$ cat config.mk
export PLATFORM = sky130hd
export DESIGN_NAME = origin_search_config_logic
export DESIGN_NICKNAME = d
export VERILOG_FILES = /design/src/logic/origin_search_pkg.sv /design/src/logic/origin_search_config_logic.sv /design/src/logic/pulse_rate_gen.sv
export SDC_FILE = /design/constraint.sdc
export NUM_CORES = 1
export LEC_CHECK = 0
export BUFFER_PORTS_ARGS = -buffer_cell sky130_fd_sc_hd__buf_2
export CORE_MARGIN = 1.5
export CORE_UTILIZATION = 55
export DETAILED_ROUTE_END_ITERATION = 6
export PLACE_DENSITY = 0.75
export SLEW_MARGIN = 20
export SYNTH_ARGS = -nofsm -noshare
export SYNTH_HDL_FRONTEND = slang
export SYNTH_HIERARCHICAL = 1
export SYNTH_SLANG_ARGS = --single-unit
$ cat constraint.sdc
create_clock -name pclk -period 13.8 [get_ports pclk]
set_clock_uncertainty 0.1 [all_clocks]
set_input_delay 3.45 -clock pclk [delete_from_list [all_inputs] [get_ports pclk]]
set_output_delay 3.45 -clock pclk [all_outputs]
set_load 0.05 [all_outputs]
$ cat src/logic/origin_search_pkg.sv
// Shared constants, register map and carrier types for the origin search channel
package origin_search_pkg;

  // ---------------------------------------------------------------------------
  // Clock and timing
  // ---------------------------------------------------------------------------
  localparam int CLK_HZ = 25_000_000;
  localparam int ACC_W = 26;
  localparam int ECR_TIME_NS = 10_000;
  // Error counter reset pulse length, least time so rounded up
  localparam int ECR_CYCLES = (ECR_TIME_NS * (CLK_HZ / 1_000_000) + 999) / 1000;
  localparam int ECR_CNT_W = 9;

  // ---------------------------------------------------------------------------
  // Speed settings
  // ---------------------------------------------------------------------------
  localparam int SPEED_W = 17;
  localparam logic [SPEED_W-1:0] MAX_PPS = 17'h186a0;

  // ---------------------------------------------------------------------------
  // Register byte offsets
  // ---------------------------------------------------------------------------
  localparam logic [7:0] OFS_CONFIG = 8'h00;
  localparam logic [7:0] OFS_INIT_SPEED = 8'h04;
  localparam logic [7:0] OFS_PROX_SPEED = 8'h08;
  localparam logic [7:0] OFS_HIGH_SPEED = 8'h0c;
  localparam logic [7:0] OFS_COMMAND = 8'h10;
  localparam logic [7:0] OFS_STATUS = 8'h14;
  localparam logic [7:0] OFS_IRQ_STATUS = 8'h18;
  localparam logic [7:0] OFS_IRQ_MASK = 8'h1c;

  // ---------------------------------------------------------------------------
  // Field positions and encodings
  // ---------------------------------------------------------------------------
  localparam int CMD_START_BIT = 0;
  localparam int CMD_ABORT_BIT = 1;
  localparam int CONFIG_W = 8;
  localparam int EVT_W = 4;
  localparam logic [1:0] PROX_ON_OFF = 2'h0;
  localparam logic [1:0] PROX_ON = 2'h1;
  localparam logic [1:0] PROX_UNUSED = 2'h2;
  localparam logic LIMIT_REVERSE = 1'h0;
  localparam logic LIMIT_STOP_ERR = 1'h1;
  localparam logic [1:0] DRIVE_STEPPER = 2'h0;
  localparam logic [1:0] DRIVE_SERVO = 2'h1;
  localparam logic [1:0] DRIVE_SERVO_DONE = 2'h2;
  localparam logic [1:0] FIELD_ILLEGAL = 2'h3;

  // ---------------------------------------------------------------------------
  // Reset values
  // ---------------------------------------------------------------------------
  localparam logic [CONFIG_W-1:0] CONFIG_RESET = 8'h00;
  localparam logic [SPEED_W-1:0] INIT_SPEED_RESET = 17'h00064;
  localparam logic [SPEED_W-1:0] PROX_SPEED_RESET = 17'h003e8;
  localparam logic [SPEED_W-1:0] HIGH_SPEED_RESET = 17'h02710;

  // ---------------------------------------------------------------------------
  // Types
  // ---------------------------------------------------------------------------
  // Configuration word, bit 7 down to bit 0
  typedef struct packed {
    logic prox_nc;
    logic origin_nc;
    logic [1:0] drive_type;
    logic limit_mode;
    logic [1:0] prox_pattern;
    logic search_reverse;
  } config_t;

  // Sensor and drive inputs
  typedef struct packed {
    logic limit_rev;
    logic limit_fwd;
    logic positioning_done_input;
    logic prox;
    logic origin;
  } sensor_t;

  // Sticky events, bit 3 down to bit 0
  typedef struct packed {
    logic reversed;
    logic refused;
    logic limit_err;
    logic done;
  } evt_t;

  typedef enum logic [4:0] {
    ST_IDLE = 5'b00001,
    ST_FAST = 5'b00010,
    ST_SLOW = 5'b00100,
    ST_ECR = 5'b01000,
    ST_WAIT_DONE = 5'b10000
  } search_st_t;

endpackage : origin_search_pkg

$ cat src/logic/origin_search_config_logic.sv
// Origin search controller for one pulse output channel with APB registers
//
// Overview of operation
// Pattern 1: origin accepted once proximity input has turned active.
// Pattern 2: origin accepted at once, proximity input ignored.
// Without proximity input only initial and proximity speeds are used; pulses here run at proximity speed alone.
// Limit mode 0: limit in travel direction reverses the direction.
// Limit mode 1: limit stops pulses and raises an error.
// Drive type 0 stepper, 1 servo, 2 servo with positioning done input.
// Type 0 drives no counter reset and ignores positioning done.
// Positioning done input watched only in drive type 2.
// Origin input polarity normally open or normally closed by setting.
// Proximity input polarity set by its own separate setting.
// High speed target in pps, limited to 0 to 100 kpps.
// Search refused unless high above proximity above initial speed.
// Origin found on rising edge of origin while moving in search direction.
// Pattern 0: origin accepted after proximity went active then inactive.
// Polarity applied to origin and proximity before edge or level checks.
`timescale 1ns/1ps
module origin_search_config_logic (
  // Clock and reset
  input wire logic pclk,
  input wire logic presetn,
  // APB slave
  input wire logic psel,
  input wire logic penable,
  input wire logic pwrite,
  input wire logic [7:0] paddr,
  input wire logic [31:0] pwdata,
  output logic [31:0] prdata,
  output logic pready,
  output logic pslverr,
  // Sensors and drive feedback, asynchronous pins
  input wire origin_search_pkg::sensor_t sensors,
  // Pulse and drive outputs
  output logic forward_rotation,
  output logic reverse_rotation,
  output logic err_counter_reset,
  output logic search_busy,
  // Interrupt
  output logic irq
);
  import origin_search_pkg::*;

  typedef struct packed {
    config_t cfg;
    logic [SPEED_W-1:0] init_spd;
    logic [SPEED_W-1:0] prox_spd;
    logic [SPEED_W-1:0] high_spd;
    evt_t irq_st;
    evt_t irq_mask;
    logic [31:0] rdata;
    logic slverr;
    sensor_t sync1;
    sensor_t sync2;
    logic origin_prev;
    search_st_t st;
    logic travel_fwd;
    logic armed;
    logic prox_seen;
    logic found;
    logic [ECR_CNT_W-1:0] ecr_cnt;
    logic ecr;
    logic fwd_out;
    logic rev_out;
  } regs_t;

  // Count seen on the edge that drops the pulse, so the pulse lasts ECR_CYCLES
  localparam logic [ECR_CNT_W-1:0] ECR_LAST = ECR_CNT_W'(ECR_CYCLES);

  regs_t r_q, r_d;
  logic step;
  logic [SPEED_W-1:0] run_rate;

  // ---------------------------------------------------------------------------
  // Helper functions
  // ---------------------------------------------------------------------------
  // Clamp a written speed into the legal range
  function automatic logic [SPEED_W-1:0] clamp_speed(input logic [31:0] val);
    if (val > 32'(MAX_PPS)) begin
      return MAX_PPS;
    end
    return val[SPEED_W-1:0];
  endfunction : clamp_speed

  // A two-bit field written as the illegal code keeps its old value
  function automatic logic [1:0] pick_field(input logic [1:0] new_val, input logic [1:0] old_val);
    return (new_val == FIELD_ILLEGAL) ? old_val : new_val;
  endfunction : pick_field

  // Known register offsets
  function automatic logic is_mapped(input logic [7:0] addr);
    return addr inside {OFS_CONFIG, OFS_INIT_SPEED, OFS_PROX_SPEED, OFS_HIGH_SPEED,
                        OFS_COMMAND, OFS_STATUS, OFS_IRQ_STATUS, OFS_IRQ_MASK};
  endfunction : is_mapped

  // ---------------------------------------------------------------------------
  // Step rate generator
  // ---------------------------------------------------------------------------
  // High speed only in the fast phase, proximity speed otherwise
  assign run_rate = (r_q.st == ST_FAST) ? r_q.high_spd : r_q.prox_spd;

  pulse_rate_gen #(
    .RATE_W(SPEED_W)
  ) u_rate (
    .pclk(pclk),
    .presetn(presetn),
    .run(r_q.st inside {ST_FAST, ST_SLOW}),
    .rate_pps(run_rate),
    .step(step)
  );

  // ---------------------------------------------------------------------------
  // Next state
  // ---------------------------------------------------------------------------
  always_comb begin
    logic origin_act;
    logic prox_act;
    logic origin_rise;
    logic limit_hit;
    logic wr;
    logic start;
    logic abort;
    logic speeds_ok;
    logic done_in;
    config_t wcfg;
    evt_t set;
    evt_t clr;
    origin_act = 1'b0;
    prox_act = 1'b0;
    origin_rise = 1'b0;
    limit_hit = 1'b0;
    wr = 1'b0;
    start = 1'b0;
    abort = 1'b0;
    speeds_ok = 1'b0;
    done_in = 1'b0;
    wcfg = config_t'(pwdata[CONFIG_W-1:0]);
    set = '0;
    clr = '0;
    r_d = r_q;

    // Two-stage synchronisers on the pins
    r_d.sync1 = sensors;
    r_d.sync2 = r_q.sync1;

    // Polarity first, then edge and level qualification
    origin_act = r_q.sync2.origin ^ r_q.cfg.origin_nc;
    prox_act = r_q.sync2.prox ^ r_q.cfg.prox_nc;
    r_d.origin_prev = origin_act;
    origin_rise = origin_act & ~r_q.origin_prev;
    limit_hit = r_q.travel_fwd ? r_q.sync2.limit_fwd : r_q.sync2.limit_rev;
    done_in = r_q.sync2.positioning_done_input;

    // APB write decode at the access phase
    wr = psel & penable & pwrite;
    if (wr) begin
      unique case (paddr)
        OFS_CONFIG: begin
          r_d.cfg = wcfg;
          r_d.cfg.prox_pattern = pick_field(wcfg.prox_pattern, r_q.cfg.prox_pattern);
          r_d.cfg.drive_type = pick_field(wcfg.drive_type, r_q.cfg.drive_type);
        end
        OFS_INIT_SPEED: r_d.init_spd = clamp_speed(pwdata);
        OFS_PROX_SPEED: r_d.prox_spd = clamp_speed(pwdata);
        OFS_HIGH_SPEED: r_d.high_spd = clamp_speed(pwdata);
        OFS_COMMAND: begin
          start = pwdata[CMD_START_BIT];
          abort = pwdata[CMD_ABORT_BIT];
        end
        OFS_IRQ_STATUS: clr = evt_t'(pwdata[EVT_W-1:0]);
        OFS_IRQ_MASK: r_d.irq_mask = evt_t'(pwdata[EVT_W-1:0]);
        default: ;
      endcase
    end

    // Registered read data and error, captured in the setup phase
    if (psel & ~penable) begin
      r_d.slverr = ~is_mapped(paddr);
      unique case (paddr)
        OFS_CONFIG: r_d.rdata = 32'(r_q.cfg);
        OFS_INIT_SPEED: r_d.rdata = 32'(r_q.init_spd);
        OFS_PROX_SPEED: r_d.rdata = 32'(r_q.prox_spd);
        OFS_HIGH_SPEED: r_d.rdata = 32'(r_q.high_spd);
        OFS_STATUS: r_d.rdata = {19'h00000, r_q.st, 3'h0, r_q.found, r_q.armed,
                                 r_q.travel_fwd, r_q.ecr, r_q.st != ST_IDLE};
        OFS_IRQ_STATUS: r_d.rdata = 32'(r_q.irq_st);
        OFS_IRQ_MASK: r_d.rdata = 32'(r_q.irq_mask);
        default: r_d.rdata = 32'h00000000;
      endcase
    end

    // Speed ordering check
    speeds_ok = (r_q.high_spd > r_q.prox_spd) && (r_q.prox_spd > r_q.init_spd);

    // Direction pulse outputs follow each generated step
    r_d.fwd_out = step & r_q.travel_fwd;
    r_d.rev_out = step & ~r_q.travel_fwd;
    r_d.ecr = 1'b0;

    // Search sequencer
    unique case (r_q.st)
      ST_IDLE: begin
        if (start) begin
          if (!speeds_ok) begin
            set.refused = 1'b1;
          end else begin
            r_d.travel_fwd = ~r_q.cfg.search_reverse;
            r_d.found = 1'b0;
            r_d.prox_seen = 1'b0;
            if (r_q.cfg.prox_pattern == PROX_UNUSED) begin
              r_d.st = ST_SLOW;
              r_d.armed = 1'b1;
            end else begin
              r_d.st = ST_FAST;
              r_d.armed = 1'b0;
            end
          end
        end
      end
      ST_FAST: begin
        if (prox_act) begin
          r_d.st = ST_SLOW;
          r_d.prox_seen = 1'b1;
          r_d.armed = (r_q.cfg.prox_pattern == PROX_ON);
        end
      end
      ST_SLOW: begin
        if (r_q.cfg.prox_pattern == PROX_ON_OFF && r_q.prox_seen && !prox_act) begin
          r_d.armed = 1'b1;
        end
        if (r_q.armed && origin_rise && (r_q.travel_fwd == ~r_q.cfg.search_reverse)) begin
          r_d.found = 1'b1;
          r_d.armed = 1'b0;
          if (r_q.cfg.drive_type == DRIVE_STEPPER) begin
            r_d.st = ST_IDLE;
            set.done = 1'b1;
          end else begin
            r_d.st = ST_ECR;
            r_d.ecr_cnt = '0;
          end
        end
      end
      ST_ECR: begin
        r_d.ecr = 1'b1;
        r_d.ecr_cnt = r_q.ecr_cnt + ECR_CNT_W'(1);
        if (r_q.ecr_cnt == ECR_LAST) begin
          r_d.ecr = 1'b0;
          if (r_q.cfg.drive_type == DRIVE_SERVO_DONE) begin
            r_d.st = ST_WAIT_DONE;
          end else begin
            r_d.st = ST_IDLE;
            set.done = 1'b1;
          end
        end
      end
      ST_WAIT_DONE: begin
        if (done_in) begin
          r_d.st = ST_IDLE;
          set.done = 1'b1;
        end
      end
      default: r_d.st = ST_IDLE;
    endcase

    // Limit handling while pulses are being issued
    if ((r_q.st inside {ST_FAST, ST_SLOW}) && limit_hit) begin
      if (r_q.cfg.limit_mode == LIMIT_REVERSE) begin
        r_d.travel_fwd = ~r_q.travel_fwd;
        set.reversed = 1'b1;
      end else begin
        r_d.st = ST_IDLE;
        r_d.armed = 1'b0;
        set.limit_err = 1'b1;
      end
    end

    // Software abort stops any search without an event
    if (abort && r_q.st != ST_IDLE) begin
      r_d.st = ST_IDLE;
      r_d.armed = 1'b0;
      r_d.ecr = 1'b0;
    end

    // Sticky events, a new event wins over a clear
    r_d.irq_st = (r_q.irq_st & ~clr) | set;
  end

  // ---------------------------------------------------------------------------
  // State register
  // ---------------------------------------------------------------------------
  always_ff @(posedge pclk or negedge presetn) begin
    if (!presetn) begin
      r_q <= '0;
      r_q.cfg <= config_t'(CONFIG_RESET);
      r_q.init_spd <= INIT_SPEED_RESET;
      r_q.prox_spd <= PROX_SPEED_RESET;
      r_q.high_spd <= HIGH_SPEED_RESET;
      r_q.st <= ST_IDLE;
      r_q.travel_fwd <= 1'b1;
    end else begin
      r_q <= r_d;
    end
  end

  // ---------------------------------------------------------------------------
  // Outputs
  // ---------------------------------------------------------------------------
  // Zero wait state answer, data captured during setup
  assign pready = 1'b1;
  assign prdata = r_q.rdata;
  assign pslverr = r_q.slverr & psel & penable;
  assign forward_rotation = r_q.fwd_out;
  assign reverse_rotation = r_q.rev_out;
  assign err_counter_reset = r_q.ecr;
  assign search_busy = (r_q.st != ST_IDLE);
  assign irq = |(r_q.irq_st & r_q.irq_mask);

endmodule : origin_search_config_logic

$ cat src/logic/pulse_rate_gen.sv
// Phase accumulator that emits one-cycle steps at a rate given in pulses per second
`timescale 1ns/1ps
module pulse_rate_gen #(
  parameter int RATE_W = origin_search_pkg::SPEED_W
) (
  // Clock and reset
  input wire logic pclk,
  input wire logic presetn,
  // Rate control
  input wire logic run,
  input wire logic [RATE_W-1:0] rate_pps,
  // Step output
  output logic step
);
  import origin_search_pkg::*;

  typedef struct packed {
    logic [ACC_W-1:0] acc;
    logic step;
  } gen_t;

  localparam logic [ACC_W-1:0] CLK_HZ_W = ACC_W'(CLK_HZ);

  gen_t r_q, r_d;

  // Add the rate every cycle while run is high, clear otherwise, wrap at the clock rate
  always_comb begin
    logic [ACC_W-1:0] sum;
    sum = '0;
    r_d = r_q;
    r_d.step = 1'b0;
    if (!run) begin
      r_d.acc = '0;
    end else begin
      sum = r_q.acc + ACC_W'(rate_pps);
      if (sum >= CLK_HZ_W) begin
        r_d.acc = sum - CLK_HZ_W;
        r_d.step = 1'b1;
      end else begin
        r_d.acc = sum;
      end
    end
  end

  // State register
  always_ff @(posedge pclk or negedge presetn) begin
    if (!presetn) begin
      r_q <= '0;
    end else begin
      r_q <= r_d;
    end
  end

  assign step = r_q.step;

endmodule : pulse_rate_gen

==> qor.yml, run 1 <==
run_status:
  outcome: "finished, final reports clean"
clocking:
  cts_max_level: 4
  ctsHoldBuffers: 0
  cts_resized: 0
  numCtsBuffers: 17
  cts.reportedPaths.clkPinSlew_ns: 0.06
  worstSkewPairLatency_ns: 0.43
  clk_path_buf_depth: 2
  postCtsSetupBuffers: 0
  root_buffer: "clkbuf_16"
  cts.sinks: 144
  cts_tree: "done"
pwr:
  power_density_nw_per_um2: 92.2
  power_mw: 0.946
  leakage_nw: 4.63
  ir_drop_uv: 93.4
sta:
  setup_viol: 0
  period_needed_ns: 7.51
  fin_ws_ns: 6.29
  timing.final.crit_share: 0.545
  slew_violations: 0
  fin_setup_tns_ns: 0
  clock.fmax_mhz: 133
  rsz0062_at_grt: "no"
  relSlewSlack: 0.279
  hold_viol_final: 0
  hold_slack_ns: 0.244
  worst_slew_pin_slew_ns: 1.08
synthesis:
  ys_seq_elements: 144
  synth_flop_cell: "dfrtp_1"
  synth_cell_types: 93
  avgSynthCellArea_um2: 8.95
  synth_edf_count: 0
  syn-instance-count: 1050
  yosysSeqAreaShare: 0.386
  synth_area_leaders: "dfrtp_1, ha_1, nand2_1, dfstp_2, o21ai_0"
  synth_async_sr_flop_share: 1.00
  synthTopCellsByCount: "dfrtp_1, nand2_1, o21ai_0, nor2_1, inv_1"
  yosysMostFrequentCell: "dfrtp_1"
  synth_top_area_share: 0.341
  yosys_warnings: 6
  yosysTopAreaCell: "dfrtp_1"
  synth_area_um2: 9400
global_routing:
  antenna_found_initial: 0
  grt_pass1_vias: 7511
  track_usage: 0.276
  grt_pass1_wl_mm: 38.6
  grt_start_max_net_pins: 94
  overflow: 0
detailed_routing:
  avgRoutedWirePerCell_um: 18.0
  drt_iter0_drc: 731
  remaining_drc_errors: 0
  via_per_inst: 6.05
  ant_nets: 0
  drt_pre_antenna_iters: 5
  wl_mm: 23.8
  vias: 7962
place:
  place_area_um2: 9680
  dp_slack_ns: 6.30
  place.gp.congestion: 0.912
  dp_hpwl_mm: 17.0
  port_buffers: 72
  dp_cells: 1285
worst_setup_path:
  crit_path_start: "psel"
  crit_chain: "buf_2 > and3_1 > buf_2"
  cp.arrival_ns: 3.96
  critical_path_class: "primary input to primary output"
  r2r_slack_ns: 8.07
  cp.required_ns: 10.25
  rr_endpoint: "u_rate/r_q[20]"
  slowest_stage: "buf_2"
  cp-start-kind: "primary input"
  cp-endpoint: "pslverr"
  worstReg2RegStart: "r_q[16]"
  worst_path_largest_cell_delay_ns: 0.25
  cp_common_cell: "buf_2"
  reg2reg_depth: 19
  crit_fanout: 4
  cp-end-kind: "primary output"
final_layout:
  area_growth_pct: 9.22
  instances_no_fill: 1317
  nets: 1190
  fillers: 1419
  postLayoutCoreUtil: 0.617
  final_area_um2: 10300
  drive_gt1_frac: 0.165
  antennaDiodeCount: 0
worst_hold_path:
  hp-start: "r_d[23]"
  hold_class: "flop to flop"
die:
  fp.dieH_um: 134
  core_area_um2: 16600
  die_area_um2: 17900
  rows: 47
  io-pin-count: 89
  start_util: 0.565
  die_w_um: 134
flow_run:
  maxCapViolations: 0
report_power, final:
| part | leakage [nW] | internal (mW) | switching (mW) |
|---|---|---|---|
| logic | 2.45 | 0.0181 | 0.0437 |
| registers | 1.91 | 0.427 | 0.00338 |
| clock network | 0.278 | 0.269 | 0.185 |
| total | 4.63 | 0.715 | 0.232 |
metal layers:
metal  vias up  part of all wire  track usage  wire [um]
met2       291              0.48        0.454      11300
met1      3801              0.44        0.368      10500
met4         0             0.025       0.0978        590
met5         -                 0            0          0
met3        49             0.056       0.0472       1320
li1       3821                 -            -          -
how the worst min path moves through the flow:
stage              end  slack [ns]  depth (start not counted)
2_1_floorplan  r_q[22]        0.23                          0
3_3_place_gp   r_q[25]        0.23                          0
3_5_place_dp   r_q[23]        0.23                          0
4_1_cts        r_q[23]        0.25                          0
5_1_grt        r_q[22]        0.25                          0
6_report       r_q[23]        0.24                          0
sequential cells by signal (all words and copies together), names as in the netlist:
signal / cells
u_rate/r_q: 26
r_d: 5
r_q: 92
err_counter_reset: 1
reverse_rotation: 1
prdata: 17
u_rate/step: 1
forward_rotation: 1
kinds of logic (layout without fill, tap and decap cells):
group,Yosys count,after routing,synth area share
DFF,144,144,0.386
muxes,32,32,0.0374
and+or+nand+nor,367,367,0.195
other,2,16,0.000799
AOI/OAI and AO/OA,283,283,0.207
xor gates and xnor gates,27,27,0.0260
adders and majority gates,56,56,0.0754
buffers and inverters,139,172,0.0731
critical path: cells and delay by family:
kind / cells / cell delay [ns]
buffers and inverters: 2 / 0.36
and+or+nand+nor: 1 / 0.15
cell type report:
cell class              count  area (um2)  share of cell area
well taps                 220         275              0.0268
clock buffers              18         439              0.0428
inverters                  63         236              0.0230
multi-input cells         781        5140               0.501
clock inverters            14         141              0.0138
flip-flops and latches    144        3620               0.353
repair buffers             77         404              0.0394
cells in the final DEF (no fill, tap or decap), types with 25 or more instances in the layout:
master	count
a21oi_1	53
nor2_1	76
inv_1	62
ha_1	55
o21ai_0	84
a21o_1	25
nor3_1	34
mux2_2	25
nand2_1	120
buf_2	71
dfrtp_1	128
Power figures use the tool's default switching activity.
==> run 2, diff against run 1 <==
--- a/config.mk
+++ b/config.mk
@@ -9,7 +9,7 @@
 export CORE_MARGIN = 1.5
 export CORE_UTILIZATION = 55
 export DETAILED_ROUTE_END_ITERATION = 6
-export PLACE_DENSITY = 0.75
+export PLACE_DENSITY = 0.78
 export SLEW_MARGIN = 20
 export SYNTH_ARGS = -nofsm -noshare
 export SYNTH_HDL_FRONTEND = slang
==> constraint.sdc (replaced) <==
create_clock -name pclk -period 6.8 [get_ports pclk]
set_clock_uncertainty 0.1 [all_clocks]
set_input_delay 1.7 -clock pclk [delete_from_list [all_inputs] [get_ports pclk]]
set_output_delay 1.7 -clock pclk [all_outputs]
set_load 0.05 [all_outputs]
==> run 2 against run 1 <==
Hold slack better by 0.0061 ns. Clock power is 100% higher. Cell count unchanged. The flow now finishes with violations (design-rule violations). Sequential share of layout area hardly changed. Via count rose by 1.5%. Critical endpoint is now u_rate/r_q[20]. Global-route usage grew 0.53 points. Wire length is 2.6% higher. Register-to-register slack lost 7.0 ns. Critical path type is now flop to flop.
==> qor.yml, run 2 (same netlist as run 1, synthesis figures left out) <==
clocking:
  worstSkewPairLatency_ns: 0.43
  cts_resized: 0
  cts_tree: "done"
  root_buffer: "clkbuf_16"
  cts.sinks: 144
  numCtsBuffers: 17
  postCtsSetupBuffers: 0
  cts.reportedPaths.clkPinSlew_ns: 0.06
  cts_max_level: 4
  clk_path_buf_depth: 2
  ctsHoldBuffers: 0
final_layout:
  most-common-layout-cells: "dfrtp_1, nand2_1, o21ai_0"
  final_area_um2: 10300
  antennaDiodeCount: 0
  drive_gt1_frac: 0.166
  area_growth_pct: 9.27
  largest_reg_flops: 92
  fillers: 1411
  postLayoutCoreUtil: 0.617
  final_common_cell: "dfrtp_1"
  nets: 1190
  top_register: "r_q"
worst_setup_path:
  cp.arrival_ns: 5.93
  critical_path_class: "flop to flop"
  cp.required_ns: 7.04
  cp-start-kind: "flop"
  cp-end-kind: "flop"
  crit_fanout: 30
flow_run:
  maxCapViolations: 0
place:
  port_buffers: 72
  place_area_um2: 9680
  place.gp.congestion: 0.932
  dp_hpwl_mm: 17.7
global_routing:
  grt_pass1_wl_mm: 39.3
  track_usage: 0.281
  antenna_found_initial: 0
  overflow: 0
  grt_start_max_net_pins: 95
  grt_pass1_vias: 7483
sta:
  clock.fmax_mhz: 176
  setup_viol: 0
  timing.final.crit_share: 0.836
  slew_violations: 0
  fin_setup_tns_ns: 0
  worst_slew_pin_slew_ns: 1.04
  relSlewSlack: 0.301
  period_needed_ns: 5.68
  hold_viol_final: 0
  rsz0062_at_grt: "no"
die:
  rows: 47
  core_area_um2: 16600
  die_w_um: 134
  fp.dieH_um: 134
  start_util: 0.565
  io-pin-count: 89
  die_area_um2: 17900
detailed_routing:
  via_per_inst: 6.14
  avgRoutedWirePerCell_um: 18.5
  wl_mm: 24.4
  drt_iter0_drc: 820
  ant_nets: 0
  remaining_drc_errors: 5
  vias: 8083
  drt_pre_antenna_iters: 7
pwr:
  ir_drop_uv: 183
  leakage_nw: 4.64
  power_density_nw_per_um2: 187
worst_hold_path:
  hold_class: "flop to flop"
run_status:
  violations: "design-rule violations"
  outcome: "finished with violations"
## run 2: area by class of cell
class                      count  area, um2  area share
sequential                   144       3620       0.353
timing repair buffer          77        404      0.0394
clock inverter                11        103     0.00999
clock buffer                  21        480      0.0468
multi-input combinational    781       5140       0.501
inverter                      63        236      0.0230
tap                          220        275      0.0268
## run 2: path summary, 6_finish.rpt
check / depth (start not counted) / slack (ns) / start / end
min in group asynchronous: 1 / 1.23 / presetn / r_q[87]
min reg2reg: 0 / 0.25 / r_d[25] / r_q[25]
max: 19 / 1.12 / r_q[19] / u_rate/r_q[20]
min: 0 / 0.25 / r_d[25] / r_q[25]
max reg2reg: 19 / 1.12 / r_q[19] / u_rate/r_q[20]
max in group asynchronous: 2 / 4.22 / presetn / r_q[124]
## run 2: where the power goes
part / total [mW] / internal [mW] / switching [mW]
sequential: 0.874 / 0.866 / 0.00729
combinational: 0.124 / 0.0367 / 0.0875
clock: 0.921 / 0.544 / 0.378
## run 2: worst max-delay path, cell delays in order (launching register included)
cell       delay [ns]
dfrtp_1          0.49
nor3_1           0.23
nand3b_1         0.23
buf_4            0.28
o21ai_0          0.33
ha_1             0.25
inv_1            0.06
fa_1             0.39
nor2b_1          0.22
o2111ai_2        0.22
nand2_1          0.14
xor2_1           0.27
ha_1             0.20
nand4b_1         0.12
nor4_1           0.35
nor3_1           0.09
o221a_1          0.25
o311a_1          0.61
or4_1            0.58
a21oi_1          0.16
## run 2: stage by stage
step | setup WS, ns | instances | total power [mW] | hold slack [ns]
3_5_place_dp | 1.21 | 1285 | 1.01 | 0.235
5_1_grt | 0.832 | 1317 | 1.98 | 0.253
2_1_floorplan | 2.00 | 1064 | 0.968 | 0.231
3_3_place_gp | 1.51 | 1285 | 1.01 | 0.234
4_1_cts | 1.18 | 1317 | 1.92 | 0.250
6_report | 1.12 | 1317 | 1.92 | 0.250
## run 2: per-layer routing
| metal | global-route usage | share of wire |
|---|---|---|
| met1 | 0.379 | 0.44 |
| met2 | 0.452 | 0.47 |
| met3 | 0.0483 | 0.062 |
| met4 | 0.112 | 0.029 |
| met5 | 0 | 0 |
